==> config.mk <==
export PLATFORM = sky130hd
export DESIGN_NAME = pmx_pin_mux
export DESIGN_NICKNAME = d
export VERILOG_FILES = /design/src/design/pmx_pkg.sv /design/src/design/pmx_cfg_if.sv /design/src/design/pmx_cfg_regs.sv /design/src/design/pmx_pin_cell.sv /design/src/design/pmx_pin_mux.sv
export VERILOG_INCLUDE_DIRS = /design/src /design/src/design
export SDC_FILE = /design/constraint.sdc
export NUM_CORES = 1
export LEC_CHECK = 0
export ABC_AREA = 1
export CELL_PAD_IN_SITES_DETAIL_PLACEMENT = 0
export CELL_PAD_IN_SITES_GLOBAL_PLACEMENT = 2
export CORE_UTILIZATION = 30
export CTS_CLUSTER_DIAMETER = 50
export DETAILED_ROUTE_END_ITERATION = 8
export DONT_BUFFER_PORTS = 1
export HOLD_SLACK_MARGIN = 0.06
export PLACE_DENSITY = 0.85
export SLEW_MARGIN = 0
export SYNTH_ARGS = -nofsm -noshare
export SYNTH_HDL_FRONTEND = slang
export SYNTH_HIERARCHICAL = 1
export SYNTH_SLANG_ARGS = --single-unit
==> constraint.sdc <==
create_clock -name i_mclk -period 1.5 [get_ports i_mclk]
set_input_delay 0.15 -clock i_mclk [delete_from_list [all_inputs] [get_ports i_mclk]]
set_output_delay 0.15 -clock i_mclk [all_outputs]
set_load 0.005 [all_outputs]
==> src/design/pmx_regs.svh <==
// Constants of the port pin multiplexer: reset values, field positions, pin indices.
// Assumes pins are numbered port*8+bit, port A=0, B=1, C=2, D=3.
`ifndef PMX_REGS_SVH
`define PMX_REGS_SVH

// Peripheral enable reset value, one byte per port, A in the low byte
`define PMX_PEREN_RST     32'h0FFF0080
// Writable peripheral enable bits; port D has four pins only
`define PMX_PEREN_MASK    32'h0FFFFFFF
// Pins with a package connection; C3 and C7 are internal only
`define PMX_BONDED_MASK   32'h0F77FFFF
`define PMX_SEL_RST       16'h0000

// Peripheral select register fields
`define PMX_SEL_A4_LSB    0
`define PMX_SEL_A5_LSB    2
`define PMX_SEL_B0_BIT    4
`define PMX_SEL_B1_BIT    5
`define PMX_SEL_B2_BIT    6
`define PMX_SEL_B3_BIT    7
`define PMX_SEL_B4_BIT    8
`define PMX_SEL_B5_BIT    9
`define PMX_SEL_B6_BIT    10
`define PMX_SEL_B7_BIT    11

// Flat pin indices
`define PMX_PIN_A4        4
`define PMX_PIN_A5        5
`define PMX_PIN_A6        6
`define PMX_PIN_A7        7
`define PMX_PIN_B0        8
`define PMX_PIN_B1        9
`define PMX_PIN_B2        10
`define PMX_PIN_B3        11
`define PMX_PIN_B4        12
`define PMX_PIN_B5        13
`define PMX_PIN_B6        14
`define PMX_PIN_B7        15
`define PMX_PIN_C0        16
`define PMX_PIN_D0        24
`define PMX_PIN_D1        25
`define PMX_PIN_D2        26
`define PMX_PIN_D3        27

`endif

==> src/design/pmx_pkg.sv <==
// Types of the port pin multiplexer.
// Assumes pmx_regs.svh for numeric constants.
package pmx_pkg;
	typedef logic [31:0] pmx_pins_t;
	// Select codes of the three-way pins A4 and A5
	typedef enum logic [1:0] {
		PMX_A_PWM   = 2'h0,
		PMX_A_FAULT = 2'h1,
		PMX_A_TMR   = 2'h2,
		PMX_A_RSVD  = 2'h3
	} pmx_a_sel_e;
endpackage

==> src/design/pmx_cfg_if.sv <==
// Configuration carrier between the select register store and the pin mux.
// Assumes one clock domain; no timing of its own.
`timescale 1ns/1ps
interface pmx_cfg_if;
	pmx_pkg::pmx_pins_t peren;
	logic [15:0]        sel;
	modport regs (output peren, output sel);
	modport mux  (input peren, input sel);
endinterface

==> src/design/pmx_cfg_regs.sv <==
// Peripheral enable and peripheral select register store.
// Assumes writes arrive as one-cycle strobes synchronous to i_mclk.
`timescale 1ns/1ps
`include "pmx_regs.svh"
module pmx_cfg_regs (
	input  wire logic        i_mclk,
	input  wire logic        i_srst,
	input  wire logic [3:0]  i_peren_we,
	input  wire logic [7:0]  i_peren_wdata,
	input  wire logic        i_sel_we,
	input  wire logic [15:0] i_sel_wdata,
	pmx_cfg_if.regs          cfg
);
	localparam logic [31:0] PEREN_RST  = `PMX_PEREN_RST;
	localparam logic [31:0] PEREN_MASK = `PMX_PEREN_MASK;

	genvar p;
	generate
		for (p = 0; p < 4; p++) begin : g_port
			always_ff @(posedge i_mclk) begin
				if (i_srst) begin
					cfg.peren[p*8 +: 8] <= PEREN_RST[p*8 +: 8];
				end else if (i_peren_we[p]) begin
					cfg.peren[p*8 +: 8] <= i_peren_wdata & PEREN_MASK[p*8 +: 8];
				end
			end
		end
	endgenerate

	always_ff @(posedge i_mclk) begin
		if (i_srst) begin
			cfg.sel <= `PMX_SEL_RST;
		end else if (i_sel_we) begin
			cfg.sel <= i_sel_wdata;
		end
	end
endmodule // pmx_cfg_regs

==> src/design/pmx_pin_cell.sv <==
// One pad: chooses GPIO or peripheral drive and samples the pad input.
// Assumes pad input is synchronous to i_mclk.
`timescale 1ns/1ps
module pmx_pin_cell #(
	parameter bit BONDED = 1'b1
) (
	input  wire logic i_mclk,
	input  wire logic i_srst,
	input  wire logic i_gpio_out,
	input  wire logic i_gpio_oe,
	input  wire logic i_per_en,
	input  wire logic i_per_out,
	input  wire logic i_per_oe,
	input  wire logic i_hold_off,
	input  wire logic i_pad_in,
	output logic      o_pad_out,
	output logic      o_pad_oe,
	output logic      o_pad_in_r
);
	always_ff @(posedge i_mclk) begin
		if (i_srst) begin
			o_pad_out <= 1'b0;
			o_pad_oe  <= 1'b0;
		end else begin
			o_pad_out <= BONDED & (i_per_en ? i_per_out : i_gpio_out);
			o_pad_oe  <= BONDED & ~i_hold_off & (i_per_en ? i_per_oe : i_gpio_oe);
		end
	end

	always_ff @(posedge i_mclk) begin
		if (i_srst) begin
			o_pad_in_r <= 1'b0;
		end else begin
			o_pad_in_r <= BONDED & i_pad_in;
		end
	end
endmodule // pmx_pin_cell

==> src/design/pmx_pin_mux.sv <==
// Pin multiplexer of the four general-purpose ports.
// Assumes peripherals and GPIO logic on i_mclk; pins are numbered port*8+bit.
//
// Summary of operation
// - Ports A, B, C and D offer 8, 8, 6 and 4 usable pins.
// - After reset A and B are GPIO except A7 which is the reset pin, C is analog, D is JTAG.
// - Alternate signals on shared pins are chosen by the peripheral select register.
// - Pin A4 carries pulse output four, fault input one or timer channel two, GPIO at reset.
// - Pin A5 carries pulse output five, fault input two or timer channel three, GPIO at reset.
// - Pin B0 carries the SPI clock or the I2C clock, GPIO at reset.
// - Pin B1 carries the SPI slave select or the I2C data line, GPIO at reset.
// - Pin B2 carries SPI master-in data or timer channel two, GPIO at reset.
// - Pin B3 carries SPI master-out data or timer channel three, GPIO at reset.
// - Pin B4 carries timer channel zero or the clock output, GPIO at reset.
// - Pin B5 carries timer channel one or fault input three, GPIO at reset.
// - Pin B6 carries the serial receive input or the I2C data line, GPIO at reset.
// - Pin B6 is the external clock input only while the PLL control enables it.
// - Pin B7 carries the serial transmit output or the I2C clock, GPIO at reset.
// - Pins C3 and C7 have no package connection but keep their internal analog default.
`timescale 1ns/1ps
`include "pmx_regs.svh"
module pmx_pin_mux (
	input  wire logic        i_mclk,
	input  wire logic        i_srst,
	input  wire logic [3:0]  i_peren_we,
	input  wire logic [7:0]  i_peren_wdata,
	input  wire logic        i_sel_we,
	input  wire logic [15:0] i_sel_wdata,
	input  wire logic        i_external_clock_input_en,
	output logic      [31:0] o_peren,
	output logic      [15:0] o_sel,
	input  wire logic [31:0] i_gpio_out,
	input  wire logic [31:0] i_gpio_oe,
	output logic      [31:0] o_gpio_in,
	input  wire logic [31:0] i_pad_in,
	output logic      [31:0] o_pad_out,
	output logic      [31:0] o_pad_oe,
	output logic      [7:0]  o_analog_en,
	input  wire logic [5:0]  i_pwm_out,
	output logic      [3:0]  o_fault_in,
	input  wire logic [3:0]  i_tmr_out,
	input  wire logic [3:0]  i_tmr_oe,
	output logic      [3:0]  o_tmr_in,
	input  wire logic [3:0]  i_spi_out,
	input  wire logic [3:0]  i_spi_oe,
	output logic      [3:0]  o_spi_in,
	input  wire logic        i_scl_low,
	input  wire logic        i_sda_low,
	output logic             o_scl_in,
	output logic             o_sda_in,
	input  wire logic        i_txd,
	output logic             o_rxd,
	input  wire logic        i_clk_out,
	output logic             o_ext_clk,
	output logic             o_reset_pin_n,
	input  wire logic        i_tdo,
	input  wire logic        i_tdo_oe,
	output logic             o_tdi,
	output logic             o_tck,
	output logic             o_tms
);
	localparam logic [31:0] BONDED = `PMX_BONDED_MASK;

	pmx_cfg_if cfg ();

	pmx_pkg::pmx_pins_t   per_out;
	pmx_pkg::pmx_pins_t   per_oe;
	pmx_pkg::pmx_pins_t   hold_off;
	pmx_pkg::pmx_pins_t   pin_in;
	pmx_pkg::pmx_pins_t   en;
	pmx_pkg::pmx_a_sel_e  a4_sel;
	pmx_pkg::pmx_a_sel_e  a5_sel;
	logic                 b0_i2c;
	logic                 b1_i2c;
	logic                 b2_tmr;
	logic                 b3_tmr;
	logic                 b4_clock_output_pin;
	logic                 b5_fault;
	logic                 b6_i2c;
	logic                 b7_i2c;
	logic                 b6_external_clock_input;

	pmx_cfg_regs u_cfg (
		.i_mclk        (i_mclk),
		.i_srst        (i_srst),
		.i_peren_we    (i_peren_we),
		.i_peren_wdata (i_peren_wdata),
		.i_sel_we      (i_sel_we),
		.i_sel_wdata   (i_sel_wdata),
		.cfg           (cfg.regs)
	);

	assign o_peren = cfg.peren;
	assign o_sel   = cfg.sel;
	assign en      = cfg.peren;

	assign a4_sel   = pmx_pkg::pmx_a_sel_e'(cfg.sel[`PMX_SEL_A4_LSB +: 2]);
	assign a5_sel   = pmx_pkg::pmx_a_sel_e'(cfg.sel[`PMX_SEL_A5_LSB +: 2]);
	assign b0_i2c   = cfg.sel[`PMX_SEL_B0_BIT];
	assign b1_i2c   = cfg.sel[`PMX_SEL_B1_BIT];
	assign b2_tmr   = cfg.sel[`PMX_SEL_B2_BIT];
	assign b3_tmr   = cfg.sel[`PMX_SEL_B3_BIT];
	assign b4_clock_output_pin  = cfg.sel[`PMX_SEL_B4_BIT];
	assign b5_fault = cfg.sel[`PMX_SEL_B5_BIT];
	assign b6_i2c   = cfg.sel[`PMX_SEL_B6_BIT];
	assign b7_i2c   = cfg.sel[`PMX_SEL_B7_BIT];

	assign b6_external_clock_input = i_external_clock_input_en;

	// Output side of every pin in peripheral mode
	always_comb begin
		per_out  = '0;
		per_oe   = '0;
		hold_off = '0;

		// Pulse outputs 0..3 on A0..A3, always driven
		per_out[3:0] = i_pwm_out[3:0];
		per_oe[3:0]  = 4'hF;

		unique case (a4_sel)
			pmx_pkg::PMX_A_FAULT: begin
				per_out[`PMX_PIN_A4] = 1'b0;
				per_oe[`PMX_PIN_A4]  = 1'b0;
			end
			pmx_pkg::PMX_A_TMR: begin
				per_out[`PMX_PIN_A4] = i_tmr_out[2];
				per_oe[`PMX_PIN_A4]  = i_tmr_oe[2];
			end
			default: begin
				// Reserved code falls back to the pulse output
				per_out[`PMX_PIN_A4] = i_pwm_out[4];
				per_oe[`PMX_PIN_A4]  = 1'b1;
			end
		endcase

		unique case (a5_sel)
			pmx_pkg::PMX_A_FAULT: begin
				per_out[`PMX_PIN_A5] = 1'b0;
				per_oe[`PMX_PIN_A5]  = 1'b0;
			end
			pmx_pkg::PMX_A_TMR: begin
				per_out[`PMX_PIN_A5] = i_tmr_out[3];
				per_oe[`PMX_PIN_A5]  = i_tmr_oe[3];
			end
			default: begin
				per_out[`PMX_PIN_A5] = i_pwm_out[5];
				per_oe[`PMX_PIN_A5]  = 1'b1;
			end
		endcase

		// A6 fault zero and A7 reset are inputs; per_oe stays low

		// SPI clock or I2C clock
		// I2C is open drain: drive only the low level
		per_out[`PMX_PIN_B0] = b0_i2c ? 1'b0 : i_spi_out[0];
		per_oe[`PMX_PIN_B0]  = b0_i2c ? i_scl_low : i_spi_oe[0];

		per_out[`PMX_PIN_B1] = b1_i2c ? 1'b0 : i_spi_out[1];
		per_oe[`PMX_PIN_B1]  = b1_i2c ? i_sda_low : i_spi_oe[1];

		per_out[`PMX_PIN_B2] = b2_tmr ? i_tmr_out[2] : i_spi_out[2];
		per_oe[`PMX_PIN_B2]  = b2_tmr ? i_tmr_oe[2] : i_spi_oe[2];

		per_out[`PMX_PIN_B3] = b3_tmr ? i_tmr_out[3] : i_spi_out[3];
		per_oe[`PMX_PIN_B3]  = b3_tmr ? i_tmr_oe[3] : i_spi_oe[3];

		per_out[`PMX_PIN_B4] = b4_clock_output_pin ? i_clk_out : i_tmr_out[0];
		per_oe[`PMX_PIN_B4]  = b4_clock_output_pin ? 1'b1 : i_tmr_oe[0];

		per_out[`PMX_PIN_B5] = b5_fault ? 1'b0 : i_tmr_out[1];
		per_oe[`PMX_PIN_B5]  = b5_fault ? 1'b0 : i_tmr_oe[1];

		per_out[`PMX_PIN_B6] = 1'b0;
		per_oe[`PMX_PIN_B6]  = b6_i2c & i_sda_low;
		hold_off[`PMX_PIN_B6] = b6_external_clock_input;

		per_out[`PMX_PIN_B7] = b7_i2c ? 1'b0 : i_txd;
		per_oe[`PMX_PIN_B7]  = b7_i2c ? i_scl_low : 1'b1;

		// analog mode keeps port C undriven
		hold_off[`PMX_PIN_C0 +: 8] = en[`PMX_PIN_C0 +: 8];

		// Only the test data output of port D drives
		per_out[`PMX_PIN_D1] = i_tdo;
		per_oe[`PMX_PIN_D1]  = i_tdo_oe;
	end

	genvar k;
	generate
		for (k = 0; k < 32; k++) begin : g_pin
			pmx_pin_cell #(
				.BONDED (BONDED[k])
			) u_cell (
				.i_mclk     (i_mclk),
				.i_srst     (i_srst),
				.i_gpio_out (i_gpio_out[k]),
				.i_gpio_oe  (i_gpio_oe[k]),
				.i_per_en   (en[k]),
				.i_per_out  (per_out[k]),
				.i_per_oe   (per_oe[k]),
				.i_hold_off (hold_off[k]),
				.i_pad_in   (i_pad_in[k]),
				.o_pad_out  (o_pad_out[k]),
				.o_pad_oe   (o_pad_oe[k]),
				.o_pad_in_r (pin_in[k])
			);
		end
	endgenerate

	assign o_gpio_in = pin_in;

	// analog default kept on unbonded pins
	assign o_analog_en = en[`PMX_PIN_C0 +: 8];

	// Input side; an unselected input sits at its idle level
	// fault and timer inputs from A4
	// fault and timer inputs from A5
	always_comb begin
		o_fault_in    = 4'h0;
		o_fault_in[0] = en[`PMX_PIN_A6] & pin_in[`PMX_PIN_A6];
		o_fault_in[1] = en[`PMX_PIN_A4] & (a4_sel == pmx_pkg::PMX_A_FAULT)
		                & pin_in[`PMX_PIN_A4];
		o_fault_in[2] = en[`PMX_PIN_A5] & (a5_sel == pmx_pkg::PMX_A_FAULT)
		                & pin_in[`PMX_PIN_A5];
		o_fault_in[3] = en[`PMX_PIN_B5] & b5_fault & pin_in[`PMX_PIN_B5];
	end

	// Timer two and three may sit on two pins; port A wins when both are chosen
	always_comb begin
		o_tmr_in    = 4'h0;
		o_tmr_in[0] = en[`PMX_PIN_B4] & ~b4_clock_output_pin & pin_in[`PMX_PIN_B4];
		o_tmr_in[1] = en[`PMX_PIN_B5] & ~b5_fault & pin_in[`PMX_PIN_B5];
		if (en[`PMX_PIN_A4] && a4_sel == pmx_pkg::PMX_A_TMR) begin
			o_tmr_in[2] = pin_in[`PMX_PIN_A4];
		end else begin
			o_tmr_in[2] = en[`PMX_PIN_B2] & b2_tmr & pin_in[`PMX_PIN_B2];
		end
		if (en[`PMX_PIN_A5] && a5_sel == pmx_pkg::PMX_A_TMR) begin
			o_tmr_in[3] = pin_in[`PMX_PIN_A5];
		end else begin
			o_tmr_in[3] = en[`PMX_PIN_B3] & b3_tmr & pin_in[`PMX_PIN_B3];
		end
	end

	// SPI inputs only while SPI is chosen
	always_comb begin
		o_spi_in    = 4'h2;
		if (en[`PMX_PIN_B0] && !b0_i2c) begin
			o_spi_in[0] = pin_in[`PMX_PIN_B0];
		end
		if (en[`PMX_PIN_B1] && !b1_i2c) begin
			o_spi_in[1] = pin_in[`PMX_PIN_B1];
		end
		if (en[`PMX_PIN_B2] && !b2_tmr) begin
			o_spi_in[2] = pin_in[`PMX_PIN_B2];
		end
		if (en[`PMX_PIN_B3] && !b3_tmr) begin
			o_spi_in[3] = pin_in[`PMX_PIN_B3];
		end
	end

	// I2C lines are wired-AND across their pins
	always_comb begin
		o_scl_in = 1'b1;
		o_sda_in = 1'b1;
		if (en[`PMX_PIN_B0] && b0_i2c) begin
			o_scl_in = o_scl_in & pin_in[`PMX_PIN_B0];
		end
		if (en[`PMX_PIN_B7] && b7_i2c) begin
			o_scl_in = o_scl_in & pin_in[`PMX_PIN_B7];
		end
		if (en[`PMX_PIN_B1] && b1_i2c) begin
			o_sda_in = o_sda_in & pin_in[`PMX_PIN_B1];
		end
		if (en[`PMX_PIN_B6] && b6_i2c && !b6_external_clock_input) begin
			o_sda_in = o_sda_in & pin_in[`PMX_PIN_B6];
		end
	end

	assign o_rxd = (en[`PMX_PIN_B6] && !b6_i2c && !b6_external_clock_input) ? pin_in[`PMX_PIN_B6] : 1'b1;

	assign o_ext_clk = b6_external_clock_input & pin_in[`PMX_PIN_B6];

	// reset pin by default; released reads high
	assign o_reset_pin_n = en[`PMX_PIN_A7] ? pin_in[`PMX_PIN_A7] : 1'b1;

	assign o_tdi = en[`PMX_PIN_D0] ? pin_in[`PMX_PIN_D0] : 1'b1;
	assign o_tck = en[`PMX_PIN_D2] ? pin_in[`PMX_PIN_D2] : 1'b0;
	assign o_tms = en[`PMX_PIN_D3] ? pin_in[`PMX_PIN_D3] : 1'b1;
endmodule // pmx_pin_mux

== Word level (Yosys, flattened, before mapping) ==
Index checks and enable logic that the tools add are counted.

* Reduce and logical (&&, ||, !) cells: 31
* Bitwise logic cells: 35
* Muxes and demuxes: 68
* Eq/ne operators: 4

{| class="wikitable"
|+ Operators with widths
! operator !! number
|-
| 2-to-1 mux 1 bit || 64
|-
| bitwise AND 1 bit || 26
|-
| OR reduction 2 bit || 12
|-
| logical AND 1 bit || 13
|-
| inverter 1 bit || 9
|-
| case mux 1 bit (2 select lines) || 4
|-
| logical NOT 1 bit || 6
|-
| equality test 2 x 1 -> 1 bit (second input constant) || 2
|-
| equality test 2 bit (second input constant) || 2
|}

* Word-level logic and storage cells: 221
* Input bits: 156
* Output and inout port bits: 172
* Flip-flop bits (word level): 122

== Depth between registers and ports, before layout ==
* Depth after elaboration: 4
* Gate-level depth with buffers: 8
* Gate-level depth less buffers: 8

== Hierarchy ==
The synthesis kept the hierarchy.

{| class="wikitable"
|+ By module, submodules not included
! module !! cells an instance !! sequential area each (sq um) !! times used !! area each (sq um)
|-
| pmx_pin_cell (g_pin[0].u_cell ...) || 17 || 60.1 || 26 || 115.1
|-
| pmx_cfg_regs || 252 || 880.8 || 1 || 1746.7
|-
| pmx_pin_mux || 113 || 0.0 || 1 || 544.3
|-
| pmx_pin_cell (g_pin[19].u_cell ...) || 4 || 0.0 || 6 || 26.3
|}

== Worst setup path before layout ==
Ideal clock, no wire load.

* Path kind: register -> register
* From: reg u_cfg.cfg.sel[2]
* To: reg g_pin[5].u_cell.o_pad_out
* Data arrival time: 1064 ps
* Required time: 1436 ps
* Cell stages (with the launch flop): 8
* Buffers on the path: 0
* Clock period less this slack: 1128 ps
* Setup slack: 372 ps
* Library setup time: 64 ps
* Path through: dfxtp_1 inv_1 ha_1 o21ai_0 inv_1 nand2_1 nand2_1 nor2_1

* Cells in the longest elaborated chain, start to end: 3
* Elaborated cells between the ends (all ways): 4
* Classes of those cells: 2 x eq/ne; 2 x mux

{| class="wikitable"
|+ Ends and longest elaborated chain
! element !! RTL line !! source
|-
| start, declared || pmx_cfg_if.sv:7 || <nowiki>modport regs (output peren, output sel);</nowiki>
|-
| start signal, assigned || pmx_cfg_regs.sv:32 || <nowiki>cfg.sel <= `PMX_SEL_RST;</nowiki>
|-
| start signal, assigned || pmx_cfg_regs.sv:34 || <nowiki>cfg.sel <= i_sel_wdata;</nowiki>
|-
| equality test 2 bit or equality test 2 x 1 -> 1 bit (tied branches) || pmx_pin_mux.sv:136 || <nowiki>unique case (a5_sel)</nowiki>
|-
| case mux 1 bit (2 select lines) (*) || pmx_pin_mux.sv:136 ||
|-
| via per_out[5] || pmx_pin_mux.sv:66 || <nowiki>pmx_pkg::pmx_pins_t per_out;</nowiki>
|-
| 2-to-1 mux 1 bit (*) || pmx_pin_cell.sv:25 || <nowiki>o_pad_out <= BONDED & (i_per_en ? i_per_out : i_gpio_out);</nowiki>
|-
| end signal, assigned || pmx_pin_cell.sv:25 ||
|-
| end, declared || pmx_pin_cell.sv:16 || <nowiki>output logic o_pad_out,</nowiki>
|}

Mark *: on every way through the listed nets, which the timed path passes. The rest lies on a longest branch.
A chain may end at the register's enable or synchronous reset.

== Worst setup path after layout ==
* From: reg u_cfg.cfg.sel[2]
* To: out o_tmr_in[3]

* Cells in the longest elaborated chain, start to end: 3

{| class="wikitable"
|+ Ends and longest elaborated chain
! element !! RTL line !! source
|-
| equality test 2 bit || pmx_pin_mux.sv:238 || <nowiki>if (en[`PMX_PIN_A5] && a5_sel == pmx_pkg::PMX_A_TMR) begin</nowiki>
|-
| logical AND 1 bit || pmx_pin_mux.sv:238 ||
|-
| 2-to-1 mux 1 bit || pmx_pin_mux.sv:238 ||
|-
| end, declared || pmx_pin_mux.sv:43 || <nowiki>output logic [3:0] o_tmr_in,</nowiki>
|}

Every way passes these cells.

==> summary.md <==
| Metric | Value |
|---|---|
| Run status | finished, final reports clean |
| Root Buffer | clkbuf_16 |
| Avg Cell Area, Syn | 6.55 um2 |
| Fillers | 1788 |
| Number of global-route vias before repair | 4819 |
| Die width | 137 um |
| Setup bufs post-CTS | 0 |
| Hold Fails Final Rpt | 0 |
| CP Data Arrival Time | 1.25 ns |
| Cells after synthesis | 831 |
| Global-route wire length before repair | 23.9 mm |
| Global-route usage over all layers | 16.8% |
| DRT Pass-1 Iters | 4 |
| Via Count | 5048 |
| Max Buffers Root-to-Sink | 2 |
| Cell row count | 48 |
| CTS tree | built |
| Wire per inst | 12.3 um |
| Crit start category | register |
| Final Skew | 0.00710 ns |
| Endpoints failing setup | 0 |
| Post-Syn Area | 5440 um2 |
| Largest net degree at the start of global routing | 58 |
| # clock sinks | 122 |
| Met1 GRT Util | 18.8% |
| Total Neg Setup Slack | 0 ns |
| Relative slew slack | 22.9% |
| Seq/Total Area, Yosys | 44.9% |
| H-Tree Depth | 4 |
| Minimum hold slack | 0.0757 ns |
| Synth-to-layout area growth | 44.8% |
| Initial drt markers | 157 |
| Fmax | 713 MHz |
| Routed Wire Length | 15.6 mm |
| Worst Setup Path Type | register to output port |
| Initial antenna violation count | 0 |
| EDFF count, synth | 0 |
| Most frequent cells after synthesis | 226 x nand2_1, 204 x nor2_1, 157 x inv_1 |
| GR peak layer | met2 |
| Final nets | 1191 |
| GR Util met2 | 29.3% |
| Die area | 18700 um2 |
| Max FO, Critical Path | 4 |
| Clock buffer count from CTS | 17 |
| Detailed Place HPWL | 9.97 mm |
| GPL Wtd Cong | 0.731 |
| Clock-pin slew on the worst setup and hold paths | 0.05 ns |
| Primary FF master, synth | dfxtp_1 |
| GRT met3 Usage | 5.74% |
| Cell variety after synth | 19 |
| Starting Density | 31.1% |
| Measured slew at the worst slew-check pin | 1.16 ns |
| Core Box Area | 17500 um2 |
| I/O pin cnt | 328 |
| Max cap viols | 0 |
| Die H | 137 um |
| Antenna Cells | 0 |
| Top-count cell post-synth | nand2_1 |
| Synthesis Warnings | 6 |
| Slew Limit Fails | 0 |
| Port buffer count | 0 |
| Seq cells post-synth | 122 |
| RSZ-0062 raised after global routing | false |
| Clock Latency Late Sink | 0.40 ns |
| FFs w/ async S/R, synth | 0% |
| DRC | 0 |
| Overflow after GRT | 0 |
| PwrDens | 1120 nW/um2 |
| Period Utilization, post-route | 93.5% |
| Hold Path Class | input port to register |
| Peak supply drop | 0.691 mV |
| Layout cell share with drive strength beyond 1 | 7.30% |
| Top cells by area, synth | dfxtp_1 45%, nand2_1 16%, nor2_1 14% |
| Lkg Pwr | 4.15 nW |
| Top-area cell type share of the netlist area | 44.9% |
| DR vias/cell | 3.99 |
| Antenna-violating nets left | 0 |
| Crit path capture type | output port |
| Dominant cell type by area after synthesis | dfxtp_1 |
| Tmin final | 1.40 ns |
| Required time of the critical path | 1.35 ns |
## timing repair
| item | 4_1_cts | 5_1_grt |
|---|---|---|
| resized for setup | 2 | 12 |
| endpoints found under the hold margin | 122 | 0 |
| hold buffers | 159 | 0 |
| pin swaps | 0 | 2 |
| endpoints found under the setup margin | 2 | 24 |
## metal layers
layer  wire length [um]  vias to the layer above
met2               7650                      203
met3               1190                        8
met1               6610                     2165
met4                156                        0
li1                   -                     2672
met5                  0                        -
## area by class of cell
cell class	count	area (um2)	area share (%)
clock buffers	20	457	5.80
clock inverters	11	145	1.84
inverters	158	593	7.53
multi-input cells	568	2320	29.4
flip-flops and latches	122	2460	31.2
well taps	225	282	3.57
repair buffers	162	1630	20.6
## cell families (layout without fill, tap and decap cells)
group,after synthesis,count (layout),share of synthesized area (%)
AOI/OAI and AO/OA,10,10,0.920
adders and majority gates,6,6,1.38
buffers and inverters,200,351,16.7
DFF,122,122,44.9
other,9,68,0.621
and+or+nand+nor,484,484,35.5
## worst paths after layout
kind / cells after the start / endpoint / slack (ns) / from
max: 5 / o_tmr_in[3] / 0.1 / u_cfg/cfg.sel[2]
min: 6 / g_pin[10].u_cell/o_pad_oe / 0.08 / i_tmr_oe[2]
max reg2reg: 4 / g_pin[15].u_cell/o_pad_oe / 0.12 / u_cfg/cfg.peren[15]
min reg2reg: 2 / u_cfg/cfg.sel[12] / 0.50 / u_cfg/cfg.sel[12]
## through the flow
stage / total power (W) / utilization (%) / setup WS (ns) / cells / cell area, um2
2_1_floorplan: 0.00426 / - / 0.372 / 890 / 5660
3_3_place_gp: 0.00431 / 32.3 / 0.248 / 1076 / 5650
3_5_place_dp: 0.00432 / 32.3 / 0.234 / 1076 / 5650
4_1_cts: 0.00897 / 45.0 / -0.00501 / 1266 / 7860
5_1_grt: 0.00930 / 45.1 / 0.000931 / 1266 / 7880
6_report: 0.00884 / 45.1 / 0.0972 / 1266 / 7880
## cells in the final DEF, fill, tap and decap left out, drive strengths merged
cell type     Yosys  layout
nor2            234     234
nand2           226     226
inv             158     159
dlygate4sd3       0     157
dfxtp           122     122
conb              9      68
clkbuf            2      20
nand3            18      18
o21ai             9       9
ha                6       6
clkinv            0       4
buf              40       4
clkinvlp          0       3
bufinv            0       3
and3              2       2
nand4             2       2
or2               1       1
a21oi             1       1
nand3b            1       1
dlymetal6s4s      0       1
## flip-flops by register name (all words and copies together) (netlist names)
| signal | cells |
|---|---|
| g_pin.u_cell/o_pad_out | 26 |
| g_pin.u_cell/o_pad_oe | 26 |
| u_cfg/cfg.sel | 16 |
| g_pin.u_cell/o_pad_in_r | 26 |
| u_cfg/cfg.peren | 28 |
## critical path, stage by stage (launching register included)
cell	delay [ns]
dfxtp_4	0.37
inv_2	0.04
ha_2	0.19
nand2_1	0.05
nand4_1	0.09
nand2_2	0.11
## where the power goes
group | internal, W | switching [W]
logic | 0.000513 | 0.000438
registers | 0.00346 | 0.000248
clock network | 0.00269 | 0.00149
total | 0.00666 | 0.00218
(Power assumes the default switching activity.)
